--- src/design/pqh_cfg.svh ---
// Constants for the port quiesce handshake: offsets, fields, resets, timing.
`ifndef PQH_CFG_SVH
`define PQH_CFG_SVH
// ----------------------------------------------------------------------------
// Register offsets (byte addresses)
// ----------------------------------------------------------------------------
`define PQH_OFF_CTRL     8'h00
`define PQH_OFF_CAPSTAT  8'h04
`define PQH_OFF_TIME     8'h08
`define PQH_OFF_IRQSTAT  8'h0C
`define PQH_OFF_IRQEN    8'h10
`define PQH_OFF_IRQCLR   8'h14
// ----------------------------------------------------------------------------
// Field positions
// ----------------------------------------------------------------------------
`define PQH_CTRL_QREQ_BIT    0
`define PQH_CAP_QACK_BIT     3
`define PQH_CAP_HWCAP_BIT    4
`define PQH_TIME_VALUE_LSB   0
`define PQH_TIME_SCALE_LSB   8
`define PQH_IRQ_ACK_SET_BIT  0
`define PQH_IRQ_ACK_CLR_BIT  1
`define PQH_IRQ_TIMEOUT_BIT  2
// ----------------------------------------------------------------------------
// Reset values and timing
// ----------------------------------------------------------------------------
`define PQH_TIME_VALUE_RST   8'h01
`define PQH_TIME_SCALE_RST   3'h0
`define PQH_CLK_MHZ          25
`define PQH_SCALE_BASE_NS    1000
`define PQH_BASE_CYCLES      ((`PQH_SCALE_BASE_NS * `PQH_CLK_MHZ) / 1000)
`endif

--- src/design/pqh_pkg.sv ---
// Types shared by the port quiesce handshake modules.
package pqh_pkg;
    typedef enum logic [1:0] {
        PQH_IDLE    = 2'b00,
        PQH_DRAIN   = 2'b01,
        PQH_QUIET   = 2'b10
    } pqh_state_t;
endpackage

--- src/design/pqh_top.sv ---
// Quiesce handshake for one coherent port, with its register slave.
`timescale 1ns/1ps
`include "pqh_cfg.svh"
// How it works
// Bit 3 of the capability/status register reads 1 while the port is quiesced, else 0.
// With the hardware capability strap set, the acknowledge follows the hardware mechanism input.
// Software may poll the acknowledge instead of waiting only when the capability bit is 1.
// Without the capability, the acknowledge is set only after the ordered detection steps.
// Step one is seeing the quiesce request control bit set.
// Step two is no requests issued and no responses pending for a whole quiesce interval.
// The interval comes from the programmed time scale and time value fields.
// After the request rises, the acknowledge is set within twice the interval; the code only flags a miss in interrupt status bit 2.
// The acknowledge returns to 0 when the quiesced condition is released.
// Bit 4 reports 1 when a hardware quiescing mechanism exists, else 0.
// Clearing the request clears the acknowledge and lets requests flow again.
module pqh_top #(
    parameter bit HARDWARE_QUIESCE_ACK_CAP = 1'b0,
    parameter int CW          = 32
) (
    input  wire logic        clk,
    input  wire logic        arst_n,
    input  wire logic [7:0]  regAddr,
    input  wire logic [31:0] regWrData,
    input  wire logic        regWrite,
    input  wire logic        regRead,
    output logic      [31:0] regRdData,
    input  wire logic        reqIssued,
    input  wire logic        respPending,
    input  wire logic        hwQuiesced,
    output logic             requestBlock,
    output logic             hwQuiesceReq,
    output logic             irq
);
    import pqh_pkg::*;

    // ------------------------------------------------------------------------
    // State
    // ------------------------------------------------------------------------
    pqh_state_t    state_d;
    pqh_state_t    state_q;
    logic          qreq_d;
    logic          qreq_q;
    logic [2:0]    scale_d;
    logic [2:0]    scale_q;
    logic [7:0]    value_d;
    logic [7:0]    value_q;
    logic [2:0]    irqEn_d;
    logic [2:0]    irqEn_q;
    logic [CW-1:0] quiet_d;
    logic [CW-1:0] quiet_q;
    logic [CW:0]   wait_d;
    logic [CW:0]   wait_q;
    logic          ack_d;
    logic          ack_q;
    logic          block_d;
    logic          block_q;
    logic          hwReq_d;
    logic          hwReq_q;
    logic [31:0]   rd_d;
    logic [31:0]   rd_q;
    logic [CW-1:0] interval;
    logic [2:0]    irqStatus;
    logic [2:0]    irqEvents;
    logic [2:0]    irqClear;
    logic          irqLine;
    logic          timeoutEv;

    // The widest interval, 255 units at the largest scale, needs 27 bits of count.
    if (CW < 27)
    begin : g_cw_check
        $error("pqh_top: CW too small for the longest quiesce interval");
    end

    function automatic logic hit(input logic [7:0] a, input logic [7:0] off);
        return a == off;
    endfunction

    // ------------------------------------------------------------------------
    // Interval converter and interrupt bank
    // ------------------------------------------------------------------------
    // The interval lags a time register write by one cycle. Software programs
    // the time before raising the request, so the lag never shortens a window.
    pqh_interval #(
        .CW             (CW)
    ) u_interval (
        .clk            (clk),
        .arst_n         (arst_n),
        .timeScale      (scale_q),
        .timeValue      (value_q),
        .intervalCycles (interval)
    );

    pqh_irq #(
        .N          (3)
    ) u_irq (
        .clk        (clk),
        .arst_n     (arst_n),
        .events     (irqEvents),
        .clearBits  (irqClear),
        .enableBits (irqEn_q),
        .status     (irqStatus),
        .irq        (irqLine)
    );

    // ------------------------------------------------------------------------
    // Register writes
    // ------------------------------------------------------------------------
    always_comb
    begin
        qreq_d   = qreq_q;
        scale_d  = scale_q;
        value_d  = value_q;
        irqEn_d  = irqEn_q;
        irqClear = 3'h0;
        if (regWrite)
        begin
            if (hit(regAddr, `PQH_OFF_CTRL))
            begin
                qreq_d = regWrData[`PQH_CTRL_QREQ_BIT];
            end
            if (hit(regAddr, `PQH_OFF_TIME))
            begin
                value_d = regWrData[`PQH_TIME_VALUE_LSB +: 8];
                scale_d = regWrData[`PQH_TIME_SCALE_LSB +: 3];
            end
            if (hit(regAddr, `PQH_OFF_IRQEN))
            begin
                irqEn_d = regWrData[2:0];
            end
            if (hit(regAddr, `PQH_OFF_IRQCLR))
            begin
                irqClear = regWrData[2:0];
            end
        end
    end

    // ------------------------------------------------------------------------
    // Quiesce sequence
    // ------------------------------------------------------------------------
    always_comb
    begin
        state_d   = state_q;
        quiet_d   = quiet_q;
        wait_d    = wait_q;
        ack_d     = ack_q;
        timeoutEv = 1'b0;
        // Requests are held back for the whole time the request bit stands.
        block_d   = qreq_q;
        hwReq_d   = qreq_q && HARDWARE_QUIESCE_ACK_CAP;
        unique case (state_q)
            PQH_IDLE:
            begin
                ack_d   = 1'b0;
                quiet_d = '0;
                wait_d  = '0;
                if (qreq_q)
                begin
                    state_d = PQH_DRAIN;
                end
            end
            PQH_DRAIN:
            begin
                if (!qreq_q)
                begin
                    state_d = PQH_IDLE;
                end
                else if (HARDWARE_QUIESCE_ACK_CAP)
                begin
                    if (hwQuiesced)
                    begin
                        state_d = PQH_QUIET;
                        ack_d   = 1'b1;
                    end
                end
                else
                begin
                    // Any activity restarts the continuous quiet count.
                    if (reqIssued || respPending)
                    begin
                        quiet_d = '0;
                    end
                    else if (quiet_q + CW'(1) >= interval)
                    begin
                        state_d = PQH_QUIET;
                        ack_d   = 1'b1;
                    end
                    else
                    begin
                        quiet_d = quiet_q + CW'(1);
                    end
                end
                wait_d = wait_q + (CW+1)'(1);
                // The acknowledge must be set inside twice the interval; report a miss.
                if (wait_q == {interval, 1'b0})
                begin
                    timeoutEv = 1'b1;
                end
            end
            PQH_QUIET:
            begin
                // Lost hardware quiescence drops the acknowledge; the request then drains again.
                if (!qreq_q || (HARDWARE_QUIESCE_ACK_CAP && !hwQuiesced))
                begin
                    state_d = PQH_IDLE;
                    ack_d   = 1'b0;
                end
            end
            default:
            begin
                state_d = PQH_IDLE;
                ack_d   = 1'b0;
            end
        endcase
    end

    // ------------------------------------------------------------------------
    // Interrupt events
    // ------------------------------------------------------------------------
    // Bit 0 marks the acknowledge rising, bit 1 its falling, bit 2 a missed deadline.
    // Both edge events compare the registered and next acknowledge, so each fires once.
    assign irqEvents = {timeoutEv, ack_q & ~ack_d, ack_d & ~ack_q};

    // ------------------------------------------------------------------------
    // Read data
    // ------------------------------------------------------------------------
    // Data are zero outside the cycle after a read strobe, so a stale word never
    // looks valid to a master that samples one cycle late.
    always_comb
    begin
        rd_d = 32'h0000_0000;
        if (regRead)
        begin
            if (hit(regAddr, `PQH_OFF_CTRL))
            begin
                rd_d[`PQH_CTRL_QREQ_BIT] = qreq_q;
            end
            if (hit(regAddr, `PQH_OFF_CAPSTAT))
            begin
                rd_d[`PQH_CAP_QACK_BIT]  = ack_q;
                rd_d[`PQH_CAP_HWCAP_BIT] = HARDWARE_QUIESCE_ACK_CAP;
            end
            if (hit(regAddr, `PQH_OFF_TIME))
            begin
                rd_d[`PQH_TIME_VALUE_LSB +: 8] = value_q;
                rd_d[`PQH_TIME_SCALE_LSB +: 3] = scale_q;
            end
            if (hit(regAddr, `PQH_OFF_IRQSTAT))
            begin
                rd_d[2:0] = irqStatus;
            end
            if (hit(regAddr, `PQH_OFF_IRQEN))
            begin
                rd_d[2:0] = irqEn_q;
            end
        end
    end

    // ------------------------------------------------------------------------
    // Registers
    // ------------------------------------------------------------------------

    always_ff @(posedge clk or negedge arst_n)
    begin
        if (!arst_n)
        begin
            state_q <= PQH_IDLE;
            qreq_q  <= 1'b0;
            scale_q <= `PQH_TIME_SCALE_RST;
            value_q <= `PQH_TIME_VALUE_RST;
            irqEn_q <= 3'h0;
            quiet_q <= '0;
            wait_q  <= '0;
            ack_q   <= 1'b0;
            block_q <= 1'b0;
            hwReq_q <= 1'b0;
            rd_q    <= 32'h0000_0000;
        end
        else
        begin
            state_q <= state_d;
            qreq_q  <= qreq_d;
            scale_q <= scale_d;
            value_q <= value_d;
            irqEn_q <= irqEn_d;
            quiet_q <= quiet_d;
            wait_q  <= wait_d;
            ack_q   <= ack_d;
            block_q <= block_d;
            hwReq_q <= hwReq_d;
            rd_q    <= rd_d;
        end
    end

    // ------------------------------------------------------------------------
    // Outputs
    // ------------------------------------------------------------------------

    assign regRdData    = rd_q;
    assign requestBlock = block_q;
    assign hwQuiesceReq = hwReq_q;
    assign irq          = irqLine;
endmodule // pqh_top

--- src/design/pqh_interval.sv ---
// Converts time scale and value into a quiesce interval in clock cycles.
`timescale 1ns/1ps
`include "pqh_cfg.svh"
module pqh_interval #(
    parameter int CW = 32
) (
    input  wire logic          clk,
    input  wire logic          arst_n,
    input  wire logic [2:0]    timeScale,
    input  wire logic [7:0]    timeValue,
    output logic      [CW-1:0] intervalCycles
);
    import pqh_pkg::*;
    logic [CW-1:0] interval_d;
    logic [CW-1:0] interval_q;
    // The widest interval, 255 units at the largest scale, needs 27 bits of count.
    if (CW < 27)
    begin : g_cw_check
        $error("pqh_interval: CW too small for the longest quiesce interval");
    end
    // --------------------------------------------------------------------
    // Interval is value times base times 4**scale, never below one cycle.
    // --------------------------------------------------------------------
    always_comb
    begin
        interval_d = CW'(timeValue) * CW'(`PQH_BASE_CYCLES);
        interval_d = interval_d << (2 * timeScale);
        if (interval_d == '0)
        begin
            interval_d = CW'(1);
        end
    end
    always_ff @(posedge clk or negedge arst_n)
    begin
        if (!arst_n)
        begin
            interval_q <= CW'(1);
        end
        else
        begin
            interval_q <= interval_d;
        end
    end
    assign intervalCycles = interval_q;
endmodule // pqh_interval

--- src/design/pqh_irq.sv ---
// Sticky event status, enable and write-one-clear logic with level interrupt.
`timescale 1ns/1ps
module pqh_irq #(
    parameter int N = 3
) (
    input  wire logic         clk,
    input  wire logic         arst_n,
    input  wire logic [N-1:0] events,
    input  wire logic [N-1:0] clearBits,
    input  wire logic [N-1:0] enableBits,
    output logic      [N-1:0] status,
    output logic              irq
);
    logic [N-1:0] status_d;
    logic [N-1:0] status_q;
    logic         irq_d;
    logic         irq_q;
    if (N < 1)
    begin : g_n_check
        $error("pqh_irq: N must be positive");
    end
    // A set in the same cycle as its clear wins, so no event is lost.
    always_comb
    begin
        status_d = (status_q & ~clearBits) | events;
        irq_d    = |(status_d & enableBits);
    end
    always_ff @(posedge clk or negedge arst_n)
    begin
        if (!arst_n)
        begin
            status_q <= '0;
            irq_q    <= 1'b0;
        end
        else
        begin
            status_q <= status_d;
            irq_q    <= irq_d;
        end
    end
    assign status = status_q;
    assign irq    = irq_q;
endmodule // pqh_irq

--- config.mk ---
export PLATFORM = sky130hd
export DESIGN_NAME = pqh_top
export DESIGN_NICKNAME = d
export VERILOG_FILES = /design/src/design/pqh_pkg.sv /design/src/design/pqh_top.sv /design/src/design/pqh_interval.sv /design/src/design/pqh_irq.sv
export VERILOG_INCLUDE_DIRS = /design/src /design/src/design
export SDC_FILE = /design/constraint.sdc
export NUM_CORES = 1
export LEC_CHECK = 0
export ABC_AREA = 1
export BUFFER_PORTS_ARGS = -buffer_cell sky130_fd_sc_hd__buf_4
export CORE_MARGIN = 4
export CORE_UTILIZATION = 45
export CTS_BUF_LIST = sky130_fd_sc_hd__clkbuf_4
export DETAILED_ROUTE_END_ITERATION = 10
export PLACE_DENSITY = 0.68
export SETUP_SLACK_MARGIN = 0.05
export SYNTH_ARGS = -nofsm -noshare
export SYNTH_HDL_FRONTEND = slang
export SYNTH_SLANG_ARGS = --single-unit
--- constraint.sdc ---
create_clock -name clk -period 3.51 [get_ports clk]
set_input_delay 0.702 -clock clk [delete_from_list [all_inputs] [get_ports clk]]
set_output_delay 0.702 -clock clk [all_outputs]
set_load 0.02 [all_outputs]
==> results.md, run 1 <==
* Max-Cap Viols at 0
* TritonCTS clock tree: yes
* Tightest Pin Transition at approximately 1.2 ns
* I/O pin count at just over 80
* Clock power frac at between 20% and 30%
* Largest family of logic cells by synthesized area: simple AND/OR/NAND/NOR gates
* Synth top area cells: dfrtp_1 (36%), nand2_1 (12%), ha_1 (8.6%)
* Clock root cell: clkbuf_4
* GP Congestion at ~0.86
* CP peak stage delay at a little under 0.5 ns
* Post-synthesis compound-gate area fraction at about 9%
* Antenna cells at 0
* Top-count cell post-synth: nand2_1
* Outcome: completed
* Top FF cell, synth: dfrtp_1
* Most frequent cells after synthesis: nand2_1 (274), inv_1 (176), dfrtp_1 (124)
* Synth async-reset ratio at 100%
* Vias in the first global route at approximately 7200
* Routed length per instance at roughly 15 um
* Worst VDD drop at about 0.33 mV
* Post-synth EDFFs at 0
* Die Y at 147 um
* Hold WC Path Type: input port to asynchronous set/reset pin
* Simple-gate share of the synthesized area at 29.4%
* Initial DRC count at 630
* Gate Count Post-Synth at between 1000 and 1500
* Setup ws final at about 0.017 ns
* Worst skew pair latency at approximately 0.55 ns
* Drt drc at 0
* Net Sw Power at ~0.0017 W
* FF-to-FF path depth at 19
* Ys Warns at 0
* Via density at a little over 5
* Pin count of the biggest net entering global routing at approximately 110
* Synth Register Bits at approximately 130
* Synth top area share at 35.5%
* Arrival time worst endpoint at a little under 4 ns
* Seq/Total Area, Yosys at 36.1%
* Post-Synth Adder-Cell Area at 9.28%
* TritonCTS buffer count at 17
* CP cell instances: ha_4 > ha_4 > inv_2 > fa_1 > inv_2 > ha_4 > buf_4 > nand4_1 > o211ai_1 > or2_4 > nand3_2 > nand3_2 > nand2_1 > nand2_1 > o21ai_2 > nand2_1 > nor2_1 > nand3_1 > o21ai_1
* Pint at ~0.0029 W
* Startpoint types: register
* Post-Syn Area at a little under 9000 um^2
* Die area at roughly 22000 um^2
* Crit-path slowest cell: fa_1
* Final period util at between 90% and 100%
* Worst rel slew slack at around 18%
* CP Capture Type: register
* Antenna violations before repair at 0
* IO Port Bufs at 37
* Final wirelength at roughly 23000 um
* Detailed-route via count at slightly below 8000
* Power share of the combinational group at 35.2%
* Power per Cell Area at 440 nW/um^2
* # setup viols final at 0
* Layout cells sized above 1 at about a fifth
* First-pass GRT wire length at 36400 um
* Worst slack, placed at -0.136 ns
* Final Util at between 50 and 60%
* Multiplexer share of the synthesized area at less than 1%
* DR pass1 iterations at 5
* GRT Util Overall at between 20% and 30%
* Post-synthesis cell type count at 52
* Chip width at 147 um
* Syn Area/Cell at around 7.5 um^2
* Grt total ovfl at 0
* Clock buffer depth at 2
* Sw Ratio at 36.5%
* Skew final at 0.0226 ns
* Core footprint at 18900 um^2
* Final Slew Violations at 0
* RSZ-0062 raised after global routing: true
* Setup CP Type: register to register
* Clock Sinks at 126
* Reg power frac at ~36%
* Detail Route Antenna Nets at 0
* Critical Path RT at 3.99 ns
* P_leak at between 5 and 6 nW
* Row cnt at 50
* CTS clk-pin slew, worst paths at around 0.12 ns
* Maximum clock rate at 286 MHz
* CTS HTree Levels at 4
* Initial Utilization at a little under half
* Dpl hpwl at 16700 um
* Final hold violation count at 0
* Worst-path maximum fanout at 5
* Final #Nets at between 1000 and 1500
* Minimum clock period at about 3.5 ns
* Synth area leader: dfrtp_1
* Area growth, synth to finish at 18.3%
* XOR/XNOR Fraction of Synth Area at under 10%
final cells by class:
class	count	area, um^2
fillers	1824	8560
flip-flops and latches	126	3160
well taps	260	325
multi-input cells	834	5010
clock buffers	17	128
clock inverters	15	241
inverters	184	691
repair buffers	89	778
per-stage QoR:
step	cells	power [W]	cell area [um^2]	TNS (ns)	hold slack, ns
2_1_floorplan	1193	0.00252	8810	0	0.406
3_3_place_gp	1467	0.00288	9330	-0.121	0.496
3_5_place_dp	1467	0.00290	9330	-0.136	0.508
4_1_cts	1499	0.00422	9730	0	0.305
5_1_grt	1525	0.00478	10300	-0.511	0.333
6_report	1525	0.00454	10300	0	0.232
registers in the layout, summed over array words and instances, names as in the netlist, 2 cells and up:
signal	cells
state_q	2
irqEn_q	3
scale_q	3
u_interval.intervalCycles	27
u_irq.status	3
value_q	8
quiet_q	32
regRdData	11
wait_q	33
per-layer routing:
layer / track usage [%] / up-vias / routed length [um]
li1: - / 3897 / -
met1: 29.0 / 3696 / 10500
met2: 33.2 / 220 / 11000
met3: 4.10 / 27 / 1340
met4: 4.61 / 0 / 325
met5: 0 / - / 0
worst max-delay path: cells and delay by family, from the launching register on:
family          cells  cell delay [ns]
compound gates      3             0.42
buf+inv             3             0.22
flops               1             0.47
simple gates        9             1.06
fa+ha+maj           4             1.26
power by group through the flow:
stage,sequential [W],clock [W],combinational [W]
after CTS,0.00163,0.00133,0.00126
after floorplan,0.00162,0,0.000900
after global placement,0.00165,0,0.00123
after global routing,0.00164,0.00139,0.00175
final,0.00163,0.00131,0.00160
after detailed placement,0.00165,0,0.00125
cells in the final DEF, fill, tap and decap left out, types with 7 or more instances in the layout:
| cell type | instances |
|---|---|
| a21oi_1 | 32 |
| buf_4 | 79 |
| clkbuf_4 | 17 |
| conb_1 | 22 |
| dfrtp_1 | 122 |
| ha_1 | 44 |
| ha_4 | 13 |
| inv_1 | 169 |
| inv_2 | 13 |
| nand2_1 | 256 |
| nand2_2 | 19 |
| nand3_1 | 77 |
| nand3_2 | 20 |
| nand4_1 | 22 |
| nor2_1 | 110 |
| nor2_2 | 7 |
| nor3_1 | 27 |
| nor4_1 | 7 |
| o21ai_0 | 45 |
| o21ai_1 | 8 |
| o21ai_2 | 13 |
| o22ai_1 | 9 |
| xor2_1 | 33 |
worst paths after layout:
check | to | slack [ns] | startpoint
min reg2reg | irqEn_q[1] | 0.53 | irqEn_q[1]
min | wait_q[20] | 0.23 | arst_n
max | u_interval.intervalCycles[0] | 0.02 | value_q[3]
min in group clk | value_q[3] | 0.39 | regWrData[3]
max reg2reg | u_interval.intervalCycles[0] | 0.02 | value_q[3]
max in group asynchronous | value_q[0] | 2.32 | arst_n
timing repair:
action	in CTS	in global routing
pin swaps	1	48
hold buffers	0	0
buffers inserted	0	21
cloned	0	5
setup endpoints to repair	23	41
resized for setup	10	74
cell families after synthesis:
group,Yosys count
AOI/OAI and AO/OA,136
xor gates and xnor gates,39
adders and majority gates,63
buffers and inverters,233
DFF,126
muxes,4
other,1
and+or+nand+nor,570
No activity file was read; power rests on OpenSTA's default activity.
==> inputs of run 2 (changes only) <==
--- a/config.mk
+++ b/config.mk
@@ -12,8 +12,9 @@
 export CORE_UTILIZATION = 45
 export CTS_BUF_LIST = sky130_fd_sc_hd__clkbuf_4
 export DETAILED_ROUTE_END_ITERATION = 10
-export PLACE_DENSITY = 0.68
+export PLACE_DENSITY = 0.67
 export SETUP_SLACK_MARGIN = 0.05
 export SYNTH_ARGS = -nofsm -noshare
 export SYNTH_HDL_FRONTEND = slang
+export SYNTH_HIERARCHICAL = 1
 export SYNTH_SLANG_ARGS = --single-unit
==> constraint.sdc (replaced) <==
create_clock -name clk -period 3.51 [get_ports clk]
set_input_delay 1.053 -clock clk [delete_from_list [all_inputs] [get_ports clk]]
set_output_delay 1.053 -clock clk [all_outputs]
set_load 0.02 [all_outputs]
==> run 2 against run 1 <==
Global-route usage is 0.072 points higher. Utilization is 4.0 points lower. Synthesized cell count is 12% higher. Combinational power is 30% lower. Setup slack better by 0.26 ns. Clock power is 22% lower. Critical path depth is 1 higher. Fmax is 8.2% higher. Non-clock buffer count is 34 lower. Largest power group unchanged.
==> results.md, run 2 <==
* Outcome: completed
* Final #Nets at roughly 1500
* GP Congestion at about 0.95
* Fin Setup TNS at 0 ns
* Final wirelength at 23700 um
* Maximum clock rate at between 300 and 400 MHz
* Area occupied by multi-input gates at 5230 um^2
* First-pass GRT wire length at 39600 um
* DR pass1 iterations at 7
* Worst r2r src: value_q[3]
* FF-to-FF path depth at 20
* Top-count cell post-synth: nand2_1
* Chip width at 152 um
* Area growth, synth to finish at 10.5%
* Detail Route Antenna Nets at 0
* Critical Path RT at ~4.0 ns
* Top reg by flops: wait_q
* Seq/Total Area, Yosys at about a third
* RSZ-0062 raised after global routing: false
* Row cnt at between 50 and 60
* Fin cells at between 1500 and 2000
* Power per Cell Area at between 300 and 400 nW/um^2
* Crit. Startpoint: value_q[3]
* CTS clk-pin slew, worst paths at 0.12 ns
* CP Capture Type: register
* Layout cells sized above 1 at 13.4%
* Post-Syn Area at 9310 um^2
* Antenna violations before repair at 0
* Startpoint types: register
* Skew final at 0.0315 ns
* Minimum clock period at roughly 3.2 ns
* Worst skew pair latency at around 0.57 ns
* Core footprint at approximately 20000 um^2
* Syn Area/Cell at between 7 and 8 um^2
* Synth Register Bits at approximately 130
* Clock Sinks at approximately 130
* Most frequent cells in the layout: nand2_1 (334), inv_1 (218), dfrtp_1 (122)
* I/O pin count at 82
* Drt drc at 0
* Tightest Pin Transition at ~0.7 ns
* Ys Warns at 6
* TritonCTS clock tree: yes
* Total power at 0.00376 W
* Synth area leader: dfrtp_1
* Setup CP Type: register to register
* CTS HTree Levels at 4
* Final Slew Violations at 0
* Most frequent cells after synthesis: nand2_1 (339), inv_1 (218), dfrtp_1 (124)
* Synth top area cells: dfrtp_1 (33%), nand2_1 (14%), ha_1 (8.9%)
* Filler instances at 2015
* Worst-path maximum fanout at 6
* Initial DRC count at approximately 640
* Hold WC Path Type: input port to asynchronous set/reset pin
* Worst rel slew slack at 53.2%
* Pin count of the biggest net entering global routing at between 60 and 70
* Most common cell after layout, fill and taps aside: nand2_1
* Detailed-route via count at 8317
* Max-Cap Viols at 0
* Grt total ovfl at 0
* # hold bufs at CTS at 0
* Synth top area share at 33.3%
* Initial Utilization at ~46%
* Via density at a little over 5
* Top FF cell, synth: dfrtp_1
* Dpl hpwl at between 15000 and 20000 um
* Clock buffer depth at 2
* Routed length per instance at about 14 um
* Dpl cells at 1604
* # setup viols final at 0
* Synth async-reset ratio at 100%
* Gate Count Post-Synth at ~1300
* Arrival time worst endpoint at 3.74 ns
* GRT Util Overall at between 20% and 30%
* P_leak at about 5.6 nW
* Final hold violation count at 0
* Worst VDD drop at roughly 0.25 mV
* Die Y at between 150 and 200 um
* Vias in the first global route at between 8000 and 9000
* Max reg flops at 33
* Final period util at a little over 90%
* Die area at 23100 um^2
* FF/Latch Area at ~3200 um^2
* Post-synthesis cell type count at 54
* Antenna cells at 0
* IO Port Bufs at 37
* TritonCTS buffer count at 17
* Clock root cell: clkbuf_4
* Post-synth EDFFs at 0
[run 2: critical path, stage by stage, from the launching register on]
cell and delay, ns:
dfrtp_2 0.46, ha_1 0.28, ha_1 0.27, inv_1 0.05, fa_1 0.49, inv_1 0.06
ha_4 0.23, or2_4 0.27, nand3_2 0.10, nand2_2 0.07, nand2_2 0.07, nand3_2 0.08
nand3_2 0.09, nand2_1 0.05, nand2_1 0.10, nand2_1 0.05, nor2_1 0.11, nand2_1 0.08
nor2_2 0.13, nand2_1 0.06, nand2_1 0.06
[run 2: through the flow]
stage	hold WS, ns	setup slack (ns)	cell area [um^2]	util (%)
final	0.507	0.281	10300	50.7
after global routing	0.522	0.0163	10300	50.7
after CTS	0.500	0.0660	10100	49.6
after detailed placement	0.492	0.124	9800	48.3
after global placement	0.478	0.181	9800	48.3
after floorplan	0.445	0.502	9410	-
[run 2: power by group]
group	switching [W]	leakage [nW]	internal (W)	total, W
logic	0.000747	3.75	0.000368	0.00112
registers	0.0000956	1.68	0.00152	0.00162
clock network	0.000603	0.149	0.000418	0.00102
total	0.00145	5.58	0.00231	0.00376
[run 2: path summary, 6_finish.rpt]
path                                                 end  slack [ns]
max in group asynchronous  u_interval/intervalCycles[16]        2.28
hold / removal                                 wait_q[9]        0.51
setup / recovery            u_interval/intervalCycles[0]        0.28
hold reg to reg                               state_q[1]        0.51
min in group clk                              state_q[1]        0.51
setup reg to reg            u_interval/intervalCycles[0]        0.28
[run 2: per-layer routing]
| layer | wire length [um] | track usage [%] | vias to the layer above | part of all wire, % |
|---|---|---|---|---|
| met5 | 0 | 0 | - | 0 |
| met4 | 488 | 5.86 | 0 | 2.1 |
| met3 | 1360 | 3.87 | 43 | 5.7 |
| met2 | 10900 | 33.2 | 252 | 46 |
| met1 | 11000 | 28.8 | 3830 | 46 |
| li1 | - | - | 4192 | - |
[run 2: what timing repair did]
item,4_1_cts,5_1_grt
setup endpoints to repair,0,34
gates resized for setup,0,41
setup buffers,0,3
[run 2: cell type report]
class / instances / share of cell area, %
well taps: 270 / 3.28
repair buffers: 55 / 4.24
clock buffers: 17 / 1.24
multi-input cells: 931 / 50.8
flip-flops and latches: 126 / 30.7
inverters: 225 / 8.26
clock inverters: 15 / 1.44
[run 2: logic make-up (layout without fill, tap and decap cells)]
family | Yosys count | after routing | synth area share, %
mux | 3 | 3 | 0.336
fa+ha+maj | 69 | 69 | 9.51
simple gates | 674 | 674 | 32.5
flops | 126 | 126 | 33.9
compound gates | 119 | 119 | 7.16
buf+inv | 277 | 312 | 12.8
other cells | 2 | 27 | 0.0807
xor+xnor | 39 | 39 | 3.67
